## config.mk

```make
export PLATFORM = sky130hd
export DESIGN_NAME = rtcs_status_core
export DESIGN_NICKNAME = d
export VERILOG_FILES = /design/src/pkg/rtcs_pkg.sv /design/src/design/rtcs_alarm_unit.sv /design/src/design/rtcs_pin_mux.sv /design/src/design/rtcs_status_core.sv
export SDC_FILE = /design/constraint.sdc
export NUM_CORES = 1
export LEC_CHECK = 0
export CAP_MARGIN = 20
export CORE_MARGIN = 2
export CORE_UTILIZATION = 45
export CTS_CLUSTER_DIAMETER = 30
export DETAILED_ROUTE_END_ITERATION = 7
export DONT_BUFFER_PORTS = 1
export PLACE_DENSITY = 0.67
export SLEW_MARGIN = 0
export SYNTH_ARGS = -nofsm -noshare
export SYNTH_HDL_FRONTEND = slang
export SYNTH_HIERARCHICAL = 1
export SYNTH_SLANG_ARGS = --single-unit
```

## constraint.sdc

```tcl
create_clock -name core_clk_in -period 8.6 [get_ports core_clk_in]
set_input_delay 1.29 -clock core_clk_in [delete_from_list [all_inputs] [get_ports core_clk_in]]
set_output_delay 1.29 -clock core_clk_in [all_outputs]
set_load 0.02 [all_outputs]
```

## src/pkg/rtcs_pkg.sv

```systemverilog
// Purpose: shared constants, state layout and helpers for the clock status logic
// Assumes: registers appear in their printed bit order at the access port
// Notes: time counters are held as natural BCD inside the block
package rtcs_pkg;
  // time base, counted in oscillator periods
  localparam int OSC_HZ = 32768;
  localparam int DIV_W = 15;
  localparam int LSD_WINDOW_US = 15600;
  localparam int LSD_WINDOW_TICKS = (LSD_WINDOW_US * OSC_HZ + 999999) / 1000000;
  localparam int PULSE2_US = 7810;
  localparam int PULSE2_TICKS = (PULSE2_US * OSC_HZ + 999999) / 1000000;
  localparam logic [DIV_W-1:0] LSD_LAST = DIV_W'(LSD_WINDOW_TICKS - 1);
  localparam logic [DIV_W-1:0] PULSE2_END = DIV_W'(PULSE2_TICKS);

  // register indices at the access port
  localparam logic [4:0] REG_ST1 = 5'h00;
  localparam logic [4:0] REG_ST2 = 5'h01;
  localparam logic [4:0] REG_YEAR = 5'h02;
  localparam logic [4:0] REG_MONTH = 5'h03;
  localparam logic [4:0] REG_DAY = 5'h04;
  localparam logic [4:0] REG_WDAY = 5'h05;
  localparam logic [4:0] REG_HOUR = 5'h06;
  localparam logic [4:0] REG_MIN = 5'h07;
  localparam logic [4:0] REG_SEC = 5'h08;
  localparam logic [4:0] REG_FIRST_FREQ_SELECT = 5'h09;
  localparam logic [4:0] REG_SECOND_FREQ_SELECT = 5'h0C;
  localparam logic [4:0] REG_CORR = 5'h0F;
  localparam logic [4:0] REG_FREE = 5'h10;

  // status one bits
  localparam int ST1_RESET = 7;
  localparam int ST1_MODE24 = 6;
  localparam int ST1_SC0 = 5;
  localparam int ST1_SC1 = 4;
  localparam int ST1_INT1F = 3;
  localparam int ST1_INT2F = 2;
  localparam int ST1_BLD = 1;
  localparam int ST1_POC = 0;
  // status two bits, then the frequency select low bit and the alarm byte enable bit
  localparam int ST2_INT1FE = 7;
  localparam int ST2_INT1ME = 6;
  localparam int ST2_FIRST_ALARM_ENABLE = 5;
  localparam int ST2_EXT32 = 4;
  localparam int ST2_INT2FE = 3;
  localparam int ST2_INT2ME = 2;
  localparam int ST2_SECOND_ALARM_ENABLE = 1;
  localparam int FREQ_LO = 3;
  localparam int ALM_EN = 7;

  // power-on values
  localparam logic [7:0] ST1_POR = 8'h01;
  localparam logic [7:0] ST2_POR = 8'h80;
  localparam logic [7:0] FIRST_FREQ_SELECT_POR = 8'h80;
  localparam logic [7:0] BYTE_CLR = 8'h00;
  localparam logic [4:0] MONTH_POR = 5'h01;
  localparam logic [5:0] DAY_POR = 6'h01;

  // calendar limits in BCD
  localparam logic [7:0] MAX_MONTH = 8'h12;
  localparam logic [7:0] MAX_DAY = 8'h31;
  localparam logic [7:0] MAX_H24 = 8'h23;
  localparam logic [7:0] MAX_H12 = 8'h11;
  localparam logic [7:0] MAX_MS = 8'h59;
  localparam logic [7:0] NOON = 8'h12;
  localparam logic [7:0] HALF_MIN = 8'h30;
  localparam logic [2:0] WDAY_LAST = 3'h6;
  localparam logic [2:0] WDAY_BAD = 3'h7;

  typedef struct packed {
    logic powerup_flag;
    logic low_supply_flag;
    logic a1f;
    logic a2f;
    logic sc0;
    logic sc1;
    logic mode24;
    logic [7:0] st2;
    logic [2:0][7:0] first_freq_select;
    logic [2:0][7:0] second_freq_select;
    logic [7:0] corr;
    logic [7:0] free;
    logic [7:0] year;
    logic [4:0] month;
    logic [5:0] day;
    logic [2:0] wday;
    logic [5:0] hour;
    logic pm;
    logic [6:0] minute;
    logic [6:0] second;
    logic [DIV_W-1:0] div;
    logic osc_d;
    logic lsd_run;
    logic lsd_seen;
    logic carry_sec;
    logic min_tick;
    logic min_upd;
    logic [7:0] rdata;
  } rtcs_state_t;

  function automatic logic [7:0] rev8(input logic [7:0] v);
    logic [7:0] r;
    r = 8'h00;
    for (int i = 0; i < 8; i++) begin
      r[i] = v[7-i];
    end
    return r;
  endfunction : rev8
endpackage : rtcs_pkg

```

## src/design/rtcs_alarm_unit.sv

```systemverilog
// Purpose: alarm compare and latched pin request for one interrupt pin
// Assumes: eval_in pulses the cycle after the minute counter changed
// Notes: a re-enable inside a match period waits for the next evaluation
`timescale 1ns/1ps
`default_nettype none
module rtcs_alarm_unit (
  // clock and reset
  input wire logic core_clk_in,
  input wire logic reset_n_in,
  // control
  input wire logic alarm_on_in,
  input wire logic eval_in,
  // alarm fields, natural order
  input wire logic wday_en_in,
  input wire logic [2:0] wday_in,
  input wire logic hour_en_in,
  input wire logic [6:0] hour_in,
  input wire logic min_en_in,
  input wire logic [6:0] min_in,
  // current time, hour carries the am/pm bit on top
  input wire logic [2:0] now_wday_in,
  input wire logic [6:0] now_hour_in,
  input wire logic [6:0] now_min_in,
  // results
  output logic pin_low_out,
  output logic flag_set_out
);
  typedef struct packed {
    logic pin_low;
    logic flag_set;
  } rtcs_alm_t;

  rtcs_alm_t s;
  rtcs_alm_t next_s;
  logic match;
  logic fire;

  always_comb begin
    match = (wday_en_in | hour_en_in | min_en_in)
      & (!wday_en_in | (wday_in == now_wday_in))
      & (!hour_en_in | (hour_in == now_hour_in))
      & (!min_en_in | (min_in == now_min_in));
    // fires only on a fresh evaluation, not on re-enable itself
    fire = eval_in & alarm_on_in & match & !s.pin_low;
    next_s.pin_low = alarm_on_in & (s.pin_low | fire);
    next_s.flag_set = fire;
  end

  always_ff @(posedge core_clk_in or negedge reset_n_in) begin
    if (!reset_n_in) begin
      s <= '0;
    end else begin
      s <= next_s;
    end
  end

  assign pin_low_out = s.pin_low;
  assign flag_set_out = s.flag_set;
endmodule : rtcs_alarm_unit
`default_nettype wire

```

## src/design/rtcs_pin_mux.sv

```systemverilog
// Purpose: output mode selection for one interrupt pin
// Assumes: mode bits come straight from status two
// Notes: EXTRA enables the modes only the first pin offers
`timescale 1ns/1ps
`default_nettype none
module rtcs_pin_mux #(
  parameter bit EXTRA = 1'b1
) (
  // clock and reset
  input wire logic core_clk_in,
  input wire logic reset_n_in,
  // mode bits
  input wire logic ext_in,
  input wire logic ae_in,
  input wire logic me_in,
  input wire logic fe_in,
  // frequency select and square waves, 1 Hz in the top bit
  input wire logic [4:0] sel_in,
  input wire logic [4:0] phase_in,
  // timing
  input wire logic osc_level_in,
  input wire logic min_tick_in,
  input wire logic sec_lt30_in,
  input wire logic win2_in,
  input wire logic alarm_low_in,
  // pin
  output logic drive_low_out
);
  typedef struct packed {
    logic armed;
    logic drive_low;
  } rtcs_pin_t;

  rtcs_pin_t s;
  rtcs_pin_t next_s;

  always_comb begin
    next_s = s;
    // minute modes start at the first carry after selection
    if (!me_in) begin
      next_s.armed = 1'b0;
    end else if (min_tick_in) begin
      next_s.armed = 1'b1;
    end
    if (EXTRA && ext_in) begin
      next_s.drive_low = !osc_level_in;
    end else if (!me_in && fe_in) begin
      // and of selected waves; nothing selected leaves the pin released
      next_s.drive_low = (|sel_in) & !(&(phase_in | ~sel_in));
    end else if (me_in && !fe_in) begin
      next_s.drive_low = next_s.armed;
    end else if (me_in && fe_in && ae_in && EXTRA) begin
      next_s.drive_low = s.armed & win2_in;
    end else if (me_in && fe_in) begin
      next_s.drive_low = s.armed & sec_lt30_in;
    end else if (ae_in) begin
      next_s.drive_low = alarm_low_in;
    end else begin
      next_s.drive_low = 1'b0;
    end
  end

  always_ff @(posedge core_clk_in or negedge reset_n_in) begin
    if (!reset_n_in) begin
      s <= '0;
    end else begin
      s <= next_s;
    end
  end

  assign drive_low_out = s.drive_low;
endmodule : rtcs_pin_mux
`default_nettype wire

```

## src/design/rtcs_status_core.sv

```systemverilog
// Purpose: status, calendar, alarm and supply-flag logic of the clock
// Assumes: accesses arrive already decoded from the serial interface
// Notes: asynchronous reset stands for power-on detection
`timescale 1ns/1ps
`default_nettype none
// Functional notes
// - frequency bits B7..B3 pick 1..16 Hz, ANDed onto the pin
// - low three bits of each frequency register are plain storage, but B0 also enables the weekday alarm
// - one free byte of read/write storage with no effect
// - power-on loads documented time and register defaults
// - power-on sets power-up flag and 1 Hz output on first pin
// - software init clears power-up flag and ends that output
// - software init resets time, loads status one B6..B4 from the written byte, clears rest
// - supply sampled once per second for a 15.6 ms window
// - low sample sets flag, stops sampling, flag holds after recovery
// - reading the flag restarts sampling; good sample then clears it
// - invalid written date values replaced by 00, 01 or 0
// - invalid written hour and minute values replaced by 00
// - invalid seconds fixed at next carry, which bumps minutes
// - nonexistent day moves to first of next month
// - both pins offer four modes; first adds periodic two and 32 kHz
// - alarm match drives pin low until alarm enable cleared
// - re-enable during the same match period does not refire
// - hour-only alarm re-enabled in its hour refires next minute
// - each alarm byte has its own enable in B0
// - alarm flags set on match, cleared once read
module rtcs_status_core
  import rtcs_pkg::*;
(
  // clock and power-on reset
  input wire logic core_clk_in,
  input wire logic reset_n_in,
  // oscillator and supply comparator
  input wire logic osc_level_in,
  input wire logic supply_low_in,
  // register access
  input wire logic [4:0] reg_sel_in,
  input wire logic reg_wr_in,
  input wire logic reg_rd_in,
  input wire logic [7:0] reg_wdata_in,
  output logic [7:0] reg_rdata_out,
  // interrupt pins, open drain
  output logic first_irq_pin_out,
  output logic first_irq_pin_oe_out,
  output logic second_irq_pin_out,
  output logic second_irq_pin_oe_out,
  // correction byte for the rate trimmer
  output logic [7:0] rate_correction_out
);
  rtcs_state_t s;
  rtcs_state_t n;
  logic osc_tick;
  logic sec_tick;
  logic [7:0] wnat;
  logic pm_read;
  logic [7:0] a1w, a1h, a1m, a2w, a2h, a2m;
  logic alm1_on, alm2_on;
  logic alm1_low, alm2_low, alm1_set, alm2_set;
  logic pin1_low, pin2_low;
  logic win2;

  function automatic logic bcd_ok(input logic [7:0] v);
    return (v[3:0] <= 4'h9) && (v[7:4] <= 4'h9);
  endfunction : bcd_ok

  function automatic logic [7:0] bcd_inc(input logic [7:0] v);
    if (v[3:0] == 4'h9) begin
      return {v[7:4] + 4'h1, 4'h0};
    end
    return {v[7:4], v[3:0] + 4'h1};
  endfunction : bcd_inc

  function automatic logic [7:0] dim(input logic [4:0] m, input logic [7:0] y);
    logic leap;
    leap = y[4] ? (y[3:0] == 4'h2 || y[3:0] == 4'h6)
      : (y[3:0] == 4'h0 || y[3:0] == 4'h4 || y[3:0] == 4'h8);
    case (m)
      5'h02: dim = leap ? 8'h29 : 8'h28;
      5'h04, 5'h06, 5'h09, 5'h11: dim = 8'h30;
      default: dim = 8'h31;
    endcase
  endfunction : dim

  assign osc_tick = osc_level_in & ~s.osc_d;
  assign sec_tick = osc_tick & (&s.div);
  assign wnat = rev8(reg_wdata_in);
  // in 24-hour mode the am/pm bit is derived, not stored
  assign pm_read = s.mode24 ? ({2'b00, s.hour} >= NOON) : s.pm;
  assign win2 = s.carry_sec & (s.div < PULSE2_END);
  assign a1w = rev8(s.first_freq_select[0]);
  assign a1h = rev8(s.first_freq_select[1]);
  assign a1m = rev8(s.first_freq_select[2]);
  assign a2w = rev8(s.second_freq_select[0]);
  assign a2h = rev8(s.second_freq_select[1]);
  assign a2m = rev8(s.second_freq_select[2]);
  assign alm1_on = !s.st2[ST2_EXT32] & s.st2[ST2_FIRST_ALARM_ENABLE]
    & !s.st2[ST2_INT1ME] & !s.st2[ST2_INT1FE];
  assign alm2_on = s.st2[ST2_SECOND_ALARM_ENABLE] & !s.st2[ST2_INT2ME]
    & !s.st2[ST2_INT2FE];

  always_comb begin
    logic mc, hc, dc, moc, yc, init;
    logic [7:0] v;
    mc = 1'b0;
    hc = 1'b0;
    dc = 1'b0;
    moc = 1'b0;
    yc = 1'b0;
    init = 1'b0;
    v = 8'h00;
    n = s;
    n.osc_d = osc_level_in;
    n.min_tick = 1'b0;
    n.min_upd = 1'b0;
    if (osc_tick) begin
      n.div = s.div + DIV_W'(1);
    end

    // supply sampling window at the start of each second
    if (osc_tick && s.lsd_run && s.div <= LSD_LAST && supply_low_in) begin
      n.lsd_seen = 1'b1;
    end
    if (osc_tick && s.div == LSD_LAST) begin
      if (s.lsd_run) begin
        if (s.lsd_seen || supply_low_in) begin
          n.low_supply_flag = 1'b1;
          n.lsd_run = 1'b0;
        end else begin
          n.low_supply_flag = 1'b0;
        end
      end
      n.lsd_seen = 1'b0;
    end

    // calendar advance
    if (sec_tick) begin
      if (bcd_ok({1'b0, s.second}) && {1'b0, s.second} < MAX_MS) begin
        n.second = 7'(bcd_inc({1'b0, s.second}));
      end else begin
        n.second = 7'h00;
        mc = 1'b1;
      end
      n.carry_sec = mc;
      n.min_tick = mc;
      n.min_upd = mc;
      if (mc) begin
        if ({1'b0, s.minute} == MAX_MS) begin
          n.minute = 7'h00;
          hc = 1'b1;
        end else begin
          n.minute = 7'(bcd_inc({1'b0, s.minute}));
        end
      end
      if (hc) begin
        if (s.mode24 && {2'b00, s.hour} == MAX_H24) begin
          n.hour = 6'h00;
          dc = 1'b1;
        end else if (!s.mode24 && {2'b00, s.hour} == MAX_H12) begin
          n.hour = 6'h00;
          n.pm = !s.pm;
          dc = s.pm;
        end else begin
          n.hour = 6'(bcd_inc({2'b00, s.hour}));
        end
      end
      if (dc) begin
        n.wday = (s.wday == WDAY_LAST) ? 3'h0 : s.wday + 3'h1;
        if ({2'b00, s.day} == dim(s.month, s.year)) begin
          n.day = DAY_POR;
          moc = 1'b1;
        end else begin
          n.day = 6'(bcd_inc({2'b00, s.day}));
        end
      end
    end

    // register writes, printed bit order converted for time data
    if (reg_wr_in) begin
      case (reg_sel_in)
        REG_ST1: begin
          n.mode24 = reg_wdata_in[ST1_MODE24];
          n.sc0 = reg_wdata_in[ST1_SC0];
          n.sc1 = reg_wdata_in[ST1_SC1];
          init = reg_wdata_in[ST1_RESET];
        end
        REG_ST2: n.st2 = reg_wdata_in;
        REG_YEAR: n.year = bcd_ok(wnat) ? wnat : 8'h00;
        REG_MONTH: begin
          v = {3'b000, wnat[4:0]};
          n.month = (bcd_ok(v) && v != 8'h00 && v <= MAX_MONTH)
            ? v[4:0] : MONTH_POR;
        end
        REG_DAY: begin
          v = {2'b00, wnat[5:0]};
          n.day = (bcd_ok(v) && v != 8'h00 && v <= MAX_DAY)
            ? v[5:0] : DAY_POR;
        end
        REG_WDAY: begin
          n.wday = (wnat[2:0] == WDAY_BAD) ? 3'h0 : wnat[2:0];
          n.min_upd = 1'b1;
        end
        REG_HOUR: begin
          v = {2'b00, wnat[5:0]};
          n.hour = (bcd_ok(v) && v <= (s.mode24 ? MAX_H24 : MAX_H12))
            ? v[5:0] : 6'h00;
          n.pm = s.mode24 ? 1'b0 : wnat[6];
          n.min_upd = 1'b1;
        end
        REG_MIN: begin
          v = {1'b0, wnat[6:0]};
          n.minute = (bcd_ok(v) && v <= MAX_MS) ? v[6:0] : 7'h00;
          n.min_upd = 1'b1;
        end
        // invalid seconds stay until the next carry repairs them
        REG_SEC: n.second = wnat[6:0];
        REG_FIRST_FREQ_SELECT: n.first_freq_select[0] = reg_wdata_in;
        REG_FIRST_FREQ_SELECT + 5'h01: n.first_freq_select[1] = reg_wdata_in;
        REG_FIRST_FREQ_SELECT + 5'h02: n.first_freq_select[2] = reg_wdata_in;
        REG_SECOND_FREQ_SELECT: n.second_freq_select[0] = reg_wdata_in;
        REG_SECOND_FREQ_SELECT + 5'h01: n.second_freq_select[1] = reg_wdata_in;
        REG_SECOND_FREQ_SELECT + 5'h02: n.second_freq_select[2] = reg_wdata_in;
        REG_CORR: n.corr = reg_wdata_in;
        REG_FREE: n.free = reg_wdata_in;
        default: n.st2 = n.st2;
      endcase
    end

    // nonexistent day rolls to the first of the next month
    if ({2'b00, n.day} > dim(n.month, n.year)) begin
      n.day = DAY_POR;
      moc = 1'b1;
    end
    if (moc) begin
      if ({3'b000, n.month} == MAX_MONTH) begin
        n.month = MONTH_POR;
        yc = 1'b1;
      end else begin
        n.month = 5'(bcd_inc({3'b000, n.month}));
      end
    end
    if (yc) begin
      n.year = (n.year == 8'h99) ? 8'h00 : bcd_inc(n.year);
    end

    // register reads; read side effects land the same cycle
    if (reg_rd_in) begin
      case (reg_sel_in)
        REG_ST1: begin
          n.rdata = {1'b0, s.mode24, s.sc0, s.sc1, s.a1f, s.a2f, s.low_supply_flag, s.powerup_flag};
          n.powerup_flag = 1'b0;
          n.a1f = 1'b0;
          n.a2f = 1'b0;
          n.lsd_run = 1'b1;
        end
        REG_ST2: n.rdata = s.st2;
        REG_YEAR: n.rdata = rev8(s.year);
        REG_MONTH: n.rdata = rev8({3'b000, s.month});
        REG_DAY: n.rdata = rev8({2'b00, s.day});
        REG_WDAY: n.rdata = rev8({5'b00000, s.wday});
        REG_HOUR: n.rdata = rev8({1'b0, pm_read, s.hour});
        REG_MIN: n.rdata = rev8({1'b0, s.minute});
        REG_SEC: n.rdata = rev8({1'b0, s.second});
        REG_FIRST_FREQ_SELECT: n.rdata = s.first_freq_select[0];
        REG_FIRST_FREQ_SELECT + 5'h01: n.rdata = s.first_freq_select[1];
        REG_FIRST_FREQ_SELECT + 5'h02: n.rdata = s.first_freq_select[2];
        REG_SECOND_FREQ_SELECT: n.rdata = s.second_freq_select[0];
        REG_SECOND_FREQ_SELECT + 5'h01: n.rdata = s.second_freq_select[1];
        REG_SECOND_FREQ_SELECT + 5'h02: n.rdata = s.second_freq_select[2];
        REG_CORR: n.rdata = s.corr;
        REG_FREE: n.rdata = s.free;
        default: n.rdata = 8'h00;
      endcase
    end

    // a match in the same cycle as the read clear is kept
    if (alm1_set) begin
      n.a1f = 1'b1;
    end
    if (alm2_set) begin
      n.a2f = 1'b1;
    end

    // software initialization overrides everything above
    if (init) begin
      n.powerup_flag = 1'b0;
      n.low_supply_flag = 1'b0;
      n.a1f = 1'b0;
      n.a2f = 1'b0;
      n.st2 = BYTE_CLR;
      n.first_freq_select = '0;
      n.second_freq_select = '0;
      n.corr = BYTE_CLR;
      n.free = BYTE_CLR;
      n.year = 8'h00;
      n.month = MONTH_POR;
      n.day = DAY_POR;
      n.wday = 3'h0;
      n.hour = 6'h00;
      n.pm = 1'b0;
      n.minute = 7'h00;
      n.second = 7'h00;
    end
  end

  always_ff @(posedge core_clk_in or negedge reset_n_in) begin
    if (!reset_n_in) begin
      s <= '0;
      s.powerup_flag <= ST1_POR[ST1_POC];
      s.st2 <= ST2_POR;
      s.first_freq_select[0] <= FIRST_FREQ_SELECT_POR;
      s.month <= MONTH_POR;
      s.day <= DAY_POR;
      s.lsd_run <= 1'b1;
    end else begin
      s <= n;
    end
  end

  rtcs_alarm_unit u_alarm1 (
    .core_clk_in(core_clk_in),
    .reset_n_in(reset_n_in),
    .alarm_on_in(alm1_on),
    .eval_in(s.min_upd),
    .wday_en_in(a1w[ALM_EN]),
    .wday_in(a1w[2:0]),
    .hour_en_in(a1h[ALM_EN]),
    .hour_in(a1h[6:0]),
    .min_en_in(a1m[ALM_EN]),
    .min_in(a1m[6:0]),
    .now_wday_in(s.wday),
    .now_hour_in({pm_read, s.hour}),
    .now_min_in(s.minute),
    .pin_low_out(alm1_low),
    .flag_set_out(alm1_set)
  );

  rtcs_alarm_unit u_alarm2 (
    .core_clk_in(core_clk_in),
    .reset_n_in(reset_n_in),
    .alarm_on_in(alm2_on),
    .eval_in(s.min_upd),
    .wday_en_in(a2w[ALM_EN]),
    .wday_in(a2w[2:0]),
    .hour_en_in(a2h[ALM_EN]),
    .hour_in(a2h[6:0]),
    .min_en_in(a2m[ALM_EN]),
    .min_in(a2m[6:0]),
    .now_wday_in(s.wday),
    .now_hour_in({pm_read, s.hour}),
    .now_min_in(s.minute),
    .pin_low_out(alm2_low),
    .flag_set_out(alm2_set)
  );

  rtcs_pin_mux #(.EXTRA(1'b1)) u_pin1 (
    .core_clk_in(core_clk_in),
    .reset_n_in(reset_n_in),
    .ext_in(s.st2[ST2_EXT32]),
    .ae_in(s.st2[ST2_FIRST_ALARM_ENABLE]),
    .me_in(s.st2[ST2_INT1ME]),
    .fe_in(s.st2[ST2_INT1FE]),
    .sel_in(s.first_freq_select[0][7:FREQ_LO]),
    .phase_in(s.div[DIV_W-1:DIV_W-5]),
    .osc_level_in(osc_level_in),
    .min_tick_in(s.min_tick),
    .sec_lt30_in({1'b0, s.second} < HALF_MIN),
    .win2_in(win2),
    .alarm_low_in(alm1_low),
    .drive_low_out(pin1_low)
  );

  // second pin lacks the 32 kHz and periodic-two modes
  rtcs_pin_mux #(.EXTRA(1'b0)) u_pin2 (
    .core_clk_in(core_clk_in),
    .reset_n_in(reset_n_in),
    .ext_in(1'b0),
    .ae_in(s.st2[ST2_SECOND_ALARM_ENABLE]),
    .me_in(s.st2[ST2_INT2ME]),
    .fe_in(s.st2[ST2_INT2FE]),
    .sel_in(s.second_freq_select[0][7:FREQ_LO]),
    .phase_in(s.div[DIV_W-1:DIV_W-5]),
    .osc_level_in(osc_level_in),
    .min_tick_in(s.min_tick),
    .sec_lt30_in({1'b0, s.second} < HALF_MIN),
    .win2_in(win2),
    .alarm_low_in(alm2_low),
    .drive_low_out(pin2_low)
  );

  assign reg_rdata_out = s.rdata;
  assign first_irq_pin_out = 1'b0;
  assign first_irq_pin_oe_out = pin1_low;
  assign second_irq_pin_out = 1'b0;
  assign second_irq_pin_oe_out = pin2_low;
  assign rate_correction_out = s.corr;
endmodule : rtcs_status_core
`default_nettype wire

```

# Word level (Yosys, flattened, before mapping)
# Cells that the tools add are included.
# word_totals
reg_bits,159
output_inout_bits,20
word_cells,400
# op_classes
add_sub_neg,14
n_lt_le_gt_ge,16
eq_ne,55
muxes,136
bitwise_logic,44
reduce_logical,95
# op_table
cell,count
$mux 115,2
$mux 8,17
$pmux 8 s17,1
$mux 7,12
$mux 1,74
$mux 6,12
$eq 5x4->1 const B,10
$eq 5x3->1 const B,8
$eq 4x4->1 const B,8
$mux 30,1
$mux 5,6
$reduce_bool 2->1,15
$add 4x1->4 const B,7
$eq 7x7->1,4
$reduce_and 2->1,14
$and 1x1->1,27
$logic_and 1x1->1,24
$eq 5x2->1 const B,4
$eq 5x5->1 const B,4
$pmux 5 s2,2
$logic_not 1->1,18
$eq 4x3->1 const B,4
$add 15x1->15 const B,1
$eq 15x9->1 const B,1
44 further kinds,84

# Longest topological paths before layout
# Gate-level depths: netlist of run 1.
# logic_depth
word_depth,35
depth_mapped,21
depth_no_buf,18

# By module
# Netlist of run 1, hierarchy kept.
# by_module_without_submodules
module,n_inst,cells_per_inst,area_each_um2,seq_area_each_um2
rtcs_status_core,1,1054,9122.5,3786.1
rtcs_alarm_unit,2,29,277.8,50.0
rtcs_pin_mux (u_pin1),1,20,142.6,50.0
rtcs_pin_mux (u_pin2),1,17,137.6,50.0

# Worst setup path after synthesis of run 1
# No wires, ideal clock.
# synth_timing
kind,input-to-reg
start,in reg_sel_in[2]
end,reg s[68] (netlist bit)
setup_time_ns,0.078
arrival_time_ns,4.689
setup_slack_ns,3.833
stages,17
n_path_buf,2
path_cell_list,buf_6 > or3_4 > buf_6 > nor3_4 > nand3_2 > o22ai_2 > nand3_1 > nor2_1 > a21boi_0 > a31oi_1 > ha_1 > a31oi_1 > nor3b_1 > o2bb2ai_2 > a21oi_2 > or4_1 > a21oi_1
# synth_rtl
element,line_no,source
start: declaration,rtcs_status_core.sv:37,"input wire logic [4:0] reg_sel_in,"
end signal: assignment,rtcs_status_core.sv:315,s <= n;
end: declaration,rtcs_status_core.sv:50,rtcs_state_t s;

==> impl_metrics.py, run 1 <==
metrics = {
    "pwr": {
        "power.density_nw_per_um2": 224,
        "finalPower_mw": 2.37,
        "power.leakage_nw": 4.58,
        "ir_drop_mv": 0.115,
    },
    "synth": {
        "ys_types": 77,
        "yosysWarnings": 6,
        "ys_seq_area_frac": 0.400,
        "async_flop_share": 1.00,
        "synth_cells": 1149,
        "synth_edf_count": 0,
        "syn-cell-area_um2": 9960,
        "synth-seq-cells": 159,
        "synth_flop_cell": "dfrtp_1",
        "syn_area_per_cell_um2": 8.67,
    },
    "cells_and_area": {
        "finish.utilization": 0.486,
        "nets": 1136,
        "area_growth_pct": 6.11,
        "fillCellCount": 2074,
        "final_area_um2": 10600,
        "layout-drive-gt1-share": 0.0765,
        "antenna_cells": 0,
        "instances_no_fill": 1391,
    },
    "floorplan": {
        "core_area_um2": 21800,
        "die_w_um": 153,
        "pin_count": 39,
        "die-area_um2": 23300,
        "die_h_um": 153,
        "start_util": 0.458,
        "rows": 54,
    },
    "critical_path": {
        "crit_path_start_kind": "input port",
        "timing.rr.end": "s[68]",
        "worstSetupStartpoint": "reg_wdata_in[6]",
        "worst_ep_required_time_ns": 8.96,
        "cp_slowest_cell": "o21ai_0",
        "rr_worst_depth": 18,
        "crit_type": "in2reg",
        "slowest_delay_ns": 0.60,
        "endpoint_kind": "register",
        "crit_path_frequent_cell": "a31oi_1",
        "r2r_slack_ns": 3.92,
        "cp_cell_sequence": "o21ai_0 > and2_1 > nand3_1 > nand2_1 > nor3_1 > a31oi_1 > o21ai_0 > a21boi_0 > a31oi_1 > ha_1 > a31oi_1 > nor3b_1 > o2bb2ai_2 > a21oi_2 > or4_1 > a21oi_1",
        "cp.arrival_ns": 5.11,
        "r2r-start": "s[49]",
        "cp_max_fo": 25,
    },
    "cts": {
        "postCtsSetupBuffers": 0,
        "cts_resized": 0,
        "worst_skew_pair.late_latency_ns": 0.44,
        "cts_hold_buf": 0,
        "cts_tree": "built",
        "clock_path_buffers": 2,
        "clock-sinks": 159,
        "ctsRootBufferMaster": "clkbuf_16",
        "cts_made_buffers": 17,
        "htree_levels": 4,
        "clkTransAtPathRegs_ns": 0.07,
    },
    "global_route": {
        "grt_max_degree": 160,
        "grt_antenna_before_repair": 0,
        "globalRouteMet3Util": 0.0754,
        "top_usage_layer": "met2",
        "use_met1": 0.394,
        "grt_pass1_wl_um": 50900,
        "use_met2": 0.406,
        "gr-total-overflow": 0,
        "grt_pass1_vias": 8592,
        "grt_use_total": 0.278,
    },
    "sta": {
        "max_freq_mhz": 211,
        "finalWorstSetupSlack_ns": 3.86,
        "slew_viol_final": 0,
        "slew_headroom": 0.333,
        "fin_crit_ns": 4.74,
        "min_period_over_period": 0.552,
        "finClkSkew_ns": 0.0113,
        "finalSetupTns_ns": 0,
        "holdWs_ns": 0.481,
        "rsz0062_at_grt": "false",
        "setup_viol": 0,
        "hold_viol_final": 0,
        "worst_slew_pin_slew_ns": 0.999,
    },
    "drt": {
        "routed_wl_um": 32200,
        "drc_errors": 0,
        "firstDrtPassIters": 7,
        "wire_per_inst_um": 23.2,
        "viasPerCell": 6.52,
        "antenna_left": 0,
        "drtIter0Drc": 1316,
        "vias": 9076,
    },
    "worst_hold_path": {
        "whs_endpoint": "s[148]",
        "hp-class": "reg2reg",
        "holdPathStages": 2,
        "hp-start": "u_alarm1/flag_set_out",
    },
    "placement": {
        "post-place-ws_ns": 3.38,
        "hpwl_um": 22100,
        "dp_cells": 1359,
        "postPlaceCellArea_um2": 10000,
        "gp_congestion": 1.01,
        "io_buffers": 0,
    },
    "flow_run": {
        "drv_cap": 0,
    },
    "status": {
        "status": "finished clean",
    },
}
## cell families after synthesis
kind of cell	synth area share
and+or+nand+nor	0.218
AOI/OAI and AO/OA	0.195
DFF	0.400
buffers and inverters	0.0548
xor gates and xnor gates	0.0545
muxes	0.0518
adders and majority gates	0.0249
other	0.000377
## metal layers
| layer | wire length, µm | up-vias |
|---|---|---|
| li1 | - | 4058 |
| met1 | 13400 | 4407 |
| met2 | 14000 | 519 |
| met3 | 3580 | 92 |
| met4 | 1210 | 0 |
| met5 | 0 | - |
## where the power goes
part | total, mW | internal [mW] | switching, mW
sequential | 1.12 | 0.883 | 0.233
clock | 0.738 | 0.381 | 0.357
combinational | 0.512 | 0.235 | 0.277
## cells in the mapped netlist, drive strengths merged, types with 15 or more instances
library cell | n | area share
o31ai | 15 | 0.011
xnor2 | 33 | 0.029
inv | 39 | 0.015
a21oi | 91 | 0.046
o21ai | 41 | 0.021
nand2 | 128 | 0.048
ha | 19 | 0.024
dfrtp | 153 | 0.38
nor2 | 120 | 0.045
clkbuf | 56 | 0.021
o22ai | 17 | 0.011
mux2i | 38 | 0.038
xor2 | 29 | 0.026
nand3 | 69 | 0.035
a22oi | 32 | 0.024
nor3 | 24 | 0.014
nand4 | 23 | 0.014
buf | 26 | 0.019
## registers in the layout, indices dropped and copies added (netlist names)
signal,count
u_alarm1/pin_low_out,1
u_alarm1/flag_set_out,1
a1w,8
a2h,8
s,87
u_alarm2/pin_low_out,1
a1h,8
a1m,8
u_pin1/s,1
u_pin1/drive_low_out,1
u_alarm2/flag_set_out,1
reg_rdata_out,8
a2m,8
u_pin2/drive_low_out,1
a2w,8
u_pin2/s,1
rate_correction_out,8
## cells in the final DEF, fill, tap and decap left out, drive strengths merged, types with 12 or more instances in the layout
| master | synthesis | layout |
|---|---|---|
| a22oi | 32 | 32 |
| dfrtp | 153 | 153 |
| a31oi | 12 | 12 |
| xnor2 | 33 | 33 |
| mux2i | 38 | 38 |
| nor2 | 120 | 120 |
| o21ai | 41 | 41 |
| ha | 19 | 19 |
| xor2 | 29 | 29 |
| a21oi | 91 | 91 |
| nand4 | 23 | 23 |
| nand2 | 128 | 128 |
| clkbuf | 56 | 18 |
| nor3 | 24 | 24 |
| o22ai | 17 | 17 |
| o31ai | 15 | 15 |
| nand3 | 69 | 69 |
| mux2 | 12 | 12 |
| inv | 39 | 47 |
## worst max path at each step
stage / to / slack [ns]
6_report: s[68] / 3.86
4_1_cts: s[68] / 3.83
3_3_place_gp: s[69] / 3.54
3_5_place_dp: s[68] / 3.38
5_1_grt: s[68] / 3.44
2_1_floorplan: s[68] / 3.83
## area by class of cell
type,count,area (µm²),area share
Tap cell,280,350,0.0332
Timing Repair Buffer,11,82.6,0.00782
Clock buffer,18,429,0.0406
Inverter,39,146,0.0139
Multi-Input combinational cell,870,5440,0.515
Sequential cell,159,3990,0.377
Clock inverter,14,128,0.0121
## worst max-delay path: cells and delay by family
kind,cells,cell delay [ns]
adder cells (fa/ha/maj),1,0.31
AND/OR/NAND/NOR,6,1.50
AO/OA/AOI/OAI,9,1.99
Note: power is estimated with default switching activity, not from simulation.
==> run 2, diff against run 1 <==
Settings changed: ABC_AREA from default to 1.
Clock period 8.6 ns to 4.8 ns, I/O delays scaled along.
==> impl_metrics.py, run 2 <==
metrics = {
    "drt": {
        "routed_wl_um": 32700,
        "viasPerCell": 5.70,
        "vias": 9693,
        "wire_per_inst_um": 19.2,
        "drtIter0Drc": 1038,
        "firstDrtPassIters": 5,
        "antenna_left": 0,
        "drc_errors": 0,
    },
    "synth": {
        "syn_area_per_cell_um2": 7.23,
        "yosys.area.top_type": "dfrtp_1",
        "async_flop_share": 1.00,
        "synth_edf_count": 0,
        "ys_top_cells_by_count": "362 x nand2_1, 231 x inv_1, 153 x dfrtp_1, 128 x nor2_1, 119 x o21ai_0",
        "yosysTopAreaCellShare": 0.375,
        "synth-seq-cells": 159,
        "ys_seq_area_frac": 0.390,
        "synth_cells": 1412,
        "syn-cell-area_um2": 10200,
        "synth.most_common_cell": "nand2_1",
        "synth_area_leaders": "dfrtp_1 38%, nand2_1 13%, inv_1 8.5%",
        "ys_types": 64,
        "yosysWarnings": 6,
        "synth_flop_cell": "dfrtp_1",
    },
    "cts": {
        "postCtsSetupBuffers": 0,
        "cts_made_buffers": 17,
        "clock_path_buffers": 2,
        "ctsRootBufferMaster": "clkbuf_16",
        "clock-sinks": 159,
        "worst_skew_pair.late_latency_ns": 0.44,
        "cts_resized": 0,
        "htree_levels": 4,
        "cts_tree": "built",
        "cts_hold_buf": 1,
        "clkTransAtPathRegs_ns": 0.07,
    },
    "cells_and_area": {
        "area_growth_pct": 7.98,
        "layout-drive-gt1-share": 0.0783,
        "antenna_cells": 0,
        "largest_reg_flops": 87,
        "fillCellCount": 2195,
        "instances_no_fill": 1702,
        "nets": 1442,
        "final_common_cell": "nand2_1",
        "regMostFlops": "s",
        "layout_common_cells": "362 x nand2_1, 231 x inv_1, 153 x dfrtp_1, 127 x nor2_1, 119 x o21ai_0",
    },
    "placement": {
        "dp_cells": 1669,
        "io_buffers": 0,
        "gp_congestion": 0.984,
        "post-place-ws_ns": 0.723,
        "hpwl_um": 24200,
    },
    "global_route": {
        "gr-total-overflow": 0,
        "grt_pass1_wl_um": 51600,
        "grt_antenna_before_repair": 1,
        "grt_use_total": 0.281,
        "grt_pass1_vias": 8988,
        "grt_max_degree": 154,
    },
    "sta": {
        "slew_headroom": 0.346,
        "max_freq_mhz": 269,
        "slew_viol_final": 0,
        "hold_viol_final": 0,
        "finalWorstSetupSlack_ns": 1.09,
        "setup_viol": 0,
        "worst_slew_pin_slew_ns": 0.971,
        "rsz0062_at_grt": "false",
        "fin_crit_ns": 3.71,
        "min_period_over_period": 0.773,
        "finalSetupTns_ns": 0,
        "finClkSkew_ns": 0.0150,
    },
    "floorplan": {
        "start_util": 0.455,
        "die_h_um": 155,
        "die-area_um2": 23900,
        "die_w_um": 155,
        "core_area_um2": 22400,
        "pin_count": 39,
        "rows": 55,
    },
    "critical_path": {
        "crit_type": "in2reg",
        "endpoint_kind": "register",
        "cp.arrival_ns": 4.08,
        "crit_path_start_kind": "input port",
        "worst_ep_required_time_ns": 5.17,
        "cp_max_fo": 17,
    },
    "pwr": {
        "power.leakage_nw": 5.38,
        "ir_drop_mv": 0.287,
        "power.density_nw_per_um2": 417,
    },
    "worst_hold_path": {
        "hp-class": "in2async",
    },
    "flow_run": {
        "drv_cap": 0,
    },
    "status": {
        "status": "finished clean",
    },
}
[run 2: cell types whose count changed in the layout (fill, tap and decap cells not counted), moves of 12 or more]
cell | before | now
o21ai_0 | 39 | 119
a22oi_1 | 32 | 1
nand2_1 | 128 | 362
mux2_2 | 12 | 0
a21oi_1 | 90 | 51
mux2i_1 | 38 | 1
xnor2_1 | 33 | 13
inv_1 | 39 | 231
[run 2: stage by stage]
stage / cell area, µm² / utilization / hold WS (ns) / power [mW]
after floorplan: 10200 / - / 0.424 / 2.80
after global placement: 10400 / 0.463 / 0.430 / 3.09
after detailed placement: 10400 / 0.463 / 0.429 / 3.12
after CTS: 11000 / 0.491 / 0.108 / 4.58
after global routing: 11000 / 0.491 / 0.101 / 4.87
final: 11000 / 0.491 / 0.123 / 4.60
[run 2: metal layers]
layer  global-route usage  vias to the layer above  wire length (µm)
met5                    0                        -                 0
met4                0.117                        0              1340
met3               0.0644                       83              3170
met2                0.429                      486             14500
met1                0.385                     4576             13800
li1                     -                     4548                 -
[run 2: final timing paths]
| kind | start | end | slack (ns) | cells after the start |
|---|---|---|---|---|
| setup / recovery | reg_sel_in[2] | s[69] | 1.09 | 18 |
| hold / removal | reset_n_in | s[12] | 0.12 | 0 |
| setup reg to reg | s[49] | s[65] | 1.17 | 25 |
| hold reg to reg | u_alarm2/pin_low_out | u_alarm2/flag_set_out | 0.46 | 1 |
| max in group asynchronous | reset_n_in | s[61] | 3.88 | 1 |
| min in group core_clk_in | osc_level_in | s[13] | 0.30 | 0 |
[run 2: layout make-up]
class	count	area [µm²]	share of cell area
Clock buffer	19	443	0.0402
Inverter	243	912	0.0827
Clock inverter	13	163	0.0148
Multi-Input combinational cell	975	5080	0.461
Sequential cell	159	3990	0.362
Tap cell	285	357	0.0323
Timing Repair Buffer	8	80.1	0.00726
[run 2: kinds of logic (layout without fill, tap and decap cells)]
| kind of cell | after synthesis | after routing | share of synthesized area |
|---|---|---|---|
| AOI/OAI and AO/OA | 278 | 278 | 0.169 |
| muxes | 1 | 1 | 0.000980 |
| other | 1 | 2 | 0.000367 |
| and+or+nand+nor | 644 | 644 | 0.277 |
| xor gates and xnor gates | 31 | 31 | 0.0266 |
| DFF | 159 | 159 | 0.390 |
| buffers and inverters | 279 | 283 | 0.113 |
| adders and majority gates | 19 | 19 | 0.0233 |
[run 2: worst max-delay path: stages]
cell	delay, ns
nor2_1	0.17
inv_2	0.10
nor2_2	0.45
nand2_1	0.38
a32oi_1	0.44
inv_1	0.18
o21ai_0	0.11
o211ai_1	0.13
a21oi_1	0.17
ha_1	0.25
a32o_1	0.28
nand3_2	0.09
nand3_4	0.11
nand2_8	0.15
nand2_4	0.10
nand2_1	0.09
nand2_1	0.05
nor2_1	0.09
[run 2: report_power, final]
part,switching (mW),internal [mW]
Combinational,0.740,0.424
Clock,0.634,0.803
Sequential,0.377,1.62
Total,1.75,2.85
==> run 3, diff against run 2 <==
Settings changed: PLACE_DENSITY 0.67 to 0.69.
Clock period 4.8 ns to 3.1 ns, I/O delays scaled along.
==> impl_metrics.py, run 3 (same netlist as run 2, synthesis figures left out) <==
metrics = {
    "sta": {
        "fin_crit_ns": 3.18,
        "worst_slew_pin_slew_ns": 0.852,
        "finalWorstSetupSlack_ns": -0.0816,
        "slew_viol_final": 0,
        "rsz0062_at_grt": "true",
        "holdWs_ns": -0.284,
        "slew_headroom": 0.430,
        "setup_viol": 15,
        "max_freq_mhz": 314,
        "finalSetupTns_ns": -0.823,
        "finClkSkew_ns": 0.0126,
        "min_period_over_period": 1.03,
        "hold_viol_final": 159,
    },
    "drt": {
        "viasPerCell": 5.60,
        "antenna_left": 0,
        "drc_errors": 0,
        "routed_wl_um": 34200,
        "firstDrtPassIters": 5,
        "wire_per_inst_um": 18.8,
        "drtIter0Drc": 1060,
        "vias": 10200,
    },
    "cells_and_area": {
        "layout-drive-gt1-share": 0.163,
        "layout_common_cells": "356 x nand2_1, 228 x inv_1, 153 x dfrtp_1, 125 x nor2_1, 120 x buf_4",
        "largest_reg_flops": 87,
        "final_common_cell": "nand2_1",
        "finish.utilization": 0.534,
        "area_growth_pct": 17.4,
        "regMostFlops": "s",
        "nets": 1558,
        "final_area_um2": 12000,
        "antenna_cells": 0,
        "instances_no_fill": 1818,
    },
    "cts": {
        "htree_levels": 4,
        "clkTransAtPathRegs_ns": 0.07,
        "cts_made_buffers": 17,
        "ctsRootBufferMaster": "clkbuf_16",
        "clock-sinks": 159,
        "clock_path_buffers": 2,
        "worst_skew_pair.late_latency_ns": 0.44,
        "cts_tree": "built",
    },
    "pwr": {
        "p_comb_frac": 0.314,
        "sequentialPowerShare": 0.402,
        "finalPower_mw": 7.44,
        "pwr-share-clk": 0.284,
        "swShare": 0.376,
        "power.density_nw_per_um2": 620,
        "power.leakage_nw": 5.92,
        "ir_drop_mv": 0.321,
        "power.internal_mw": 4.64,
        "power_switching_mw": 2.80,
    },
    "placement": {
        "postPlaceCellArea_um2": 11100,
        "post-place-ws_ns": -0.184,
        "dp_cells": 1757,
        "hpwl_um": 25500,
        "gp_congestion": 1.00,
        "io_buffers": 0,
    },
    "critical_path": {
        "crit_path_start_kind": "register",
        "cp_max_fo": 8,
        "crit_type": "reg2reg",
        "rr_worst_depth": 22,
        "worst_ep_required_time_ns": 3.47,
        "cp.arrival_ns": 3.55,
        "endpoint_kind": "register",
    },
    "floorplan": {
        "die-area_um2": 23900,
        "core_area_um2": 22400,
        "pin_count": 39,
        "rows": 55,
        "die_w_um": 155,
        "start_util": 0.455,
        "die_h_um": 155,
    },
    "global_route": {
        "grt_max_degree": 160,
        "grt_pass1_wl_um": 53400,
        "grt_antenna_before_repair": 0,
        "grt_pass1_vias": 9637,
        "gr-total-overflow": 0,
        "grt_use_total": 0.290,
    },
    "worst_hold_path": {
        "hp-class": "in2async",
    },
    "flow_run": {
        "drv_cap": 0,
    },
    "status": {
        "status": "complete, but fails checks",
        "violations": "negative hold slack, negative setup slack",
    },
}
-- run 3: final timing paths --
| check | start | to | slack [ns] |
|---|---|---|---|
| min in group core_clk_in | osc_level_in | s[13] | 0.05 |
| max | s[14] | s[68] | -0.08 |
| min | reset_n_in | a2m[1] | -0.28 |
| max in group asynchronous | reset_n_in | a1w[0] | 3.14 |
| max reg2reg | s[14] | s[68] | -0.08 |
| min reg2reg | u_alarm2/pin_low_out | u_alarm2/flag_set_out | 0.46 |
-- run 3: power by group through the flow --
stage	Clock (mW)	Sequential, mW	Combinational [mW]
floorplan	0	2.85	1.48
global placement	0	2.98	2.07
detailed placement	0	2.99	2.13
CTS	2.13	2.96	2.23
global route	2.22	3.04	2.62
finish	2.11	2.99	2.34
-- run 3: per-layer routing --
metal	GRT usage	wire (µm)
met1	0.388	13700
met2	0.457	15500
met3	0.0544	3310
met4	0.137	1690
met5	0	0
-- run 3: repair_timing --
| action | CTS | global route |
|---|---|---|
| pin swaps | 4 | 20 |
| hold endpoints to repair | 159 | 159 |
| resized for setup | 8 | 23 |
| setup buffers | 21 | 9 |
| gates cloned | 2 | 0 |
| endpoints found under the setup margin | 17 | 20 |
-- run 3: cell type report --
cell class	instances	area, µm²
clock buffers	18	439
repair buffers	122	923
fillers	2152	10400
clock inverters	14	144
well taps	285	357
flip-flops and latches	159	3990
multi-input cells	977	5220
inverters	243	916
-- run 3: worst max-delay path, stage by stage (launching register included) --
cell,delay [ns]
dfrtp_1,0.36
ha_2,0.20
nand3_2,0.11
nor2_4,0.16
buf_6,0.12
nand4_4,0.08
nor2_4,0.18
nand3_4,0.12
nor2_2,0.10
nand2_1,0.07
o2111ai_1,0.09
o21a_1,0.19
inv_2,0.06
ha_4,0.27
a21oi_2,0.06
a32o_2,0.23
nand3_2,0.10
nand3_4,0.16
nand2_8,0.14
nand2_8,0.08
nand2_2,0.09
nand2_1,0.05
nor2_1,0.08
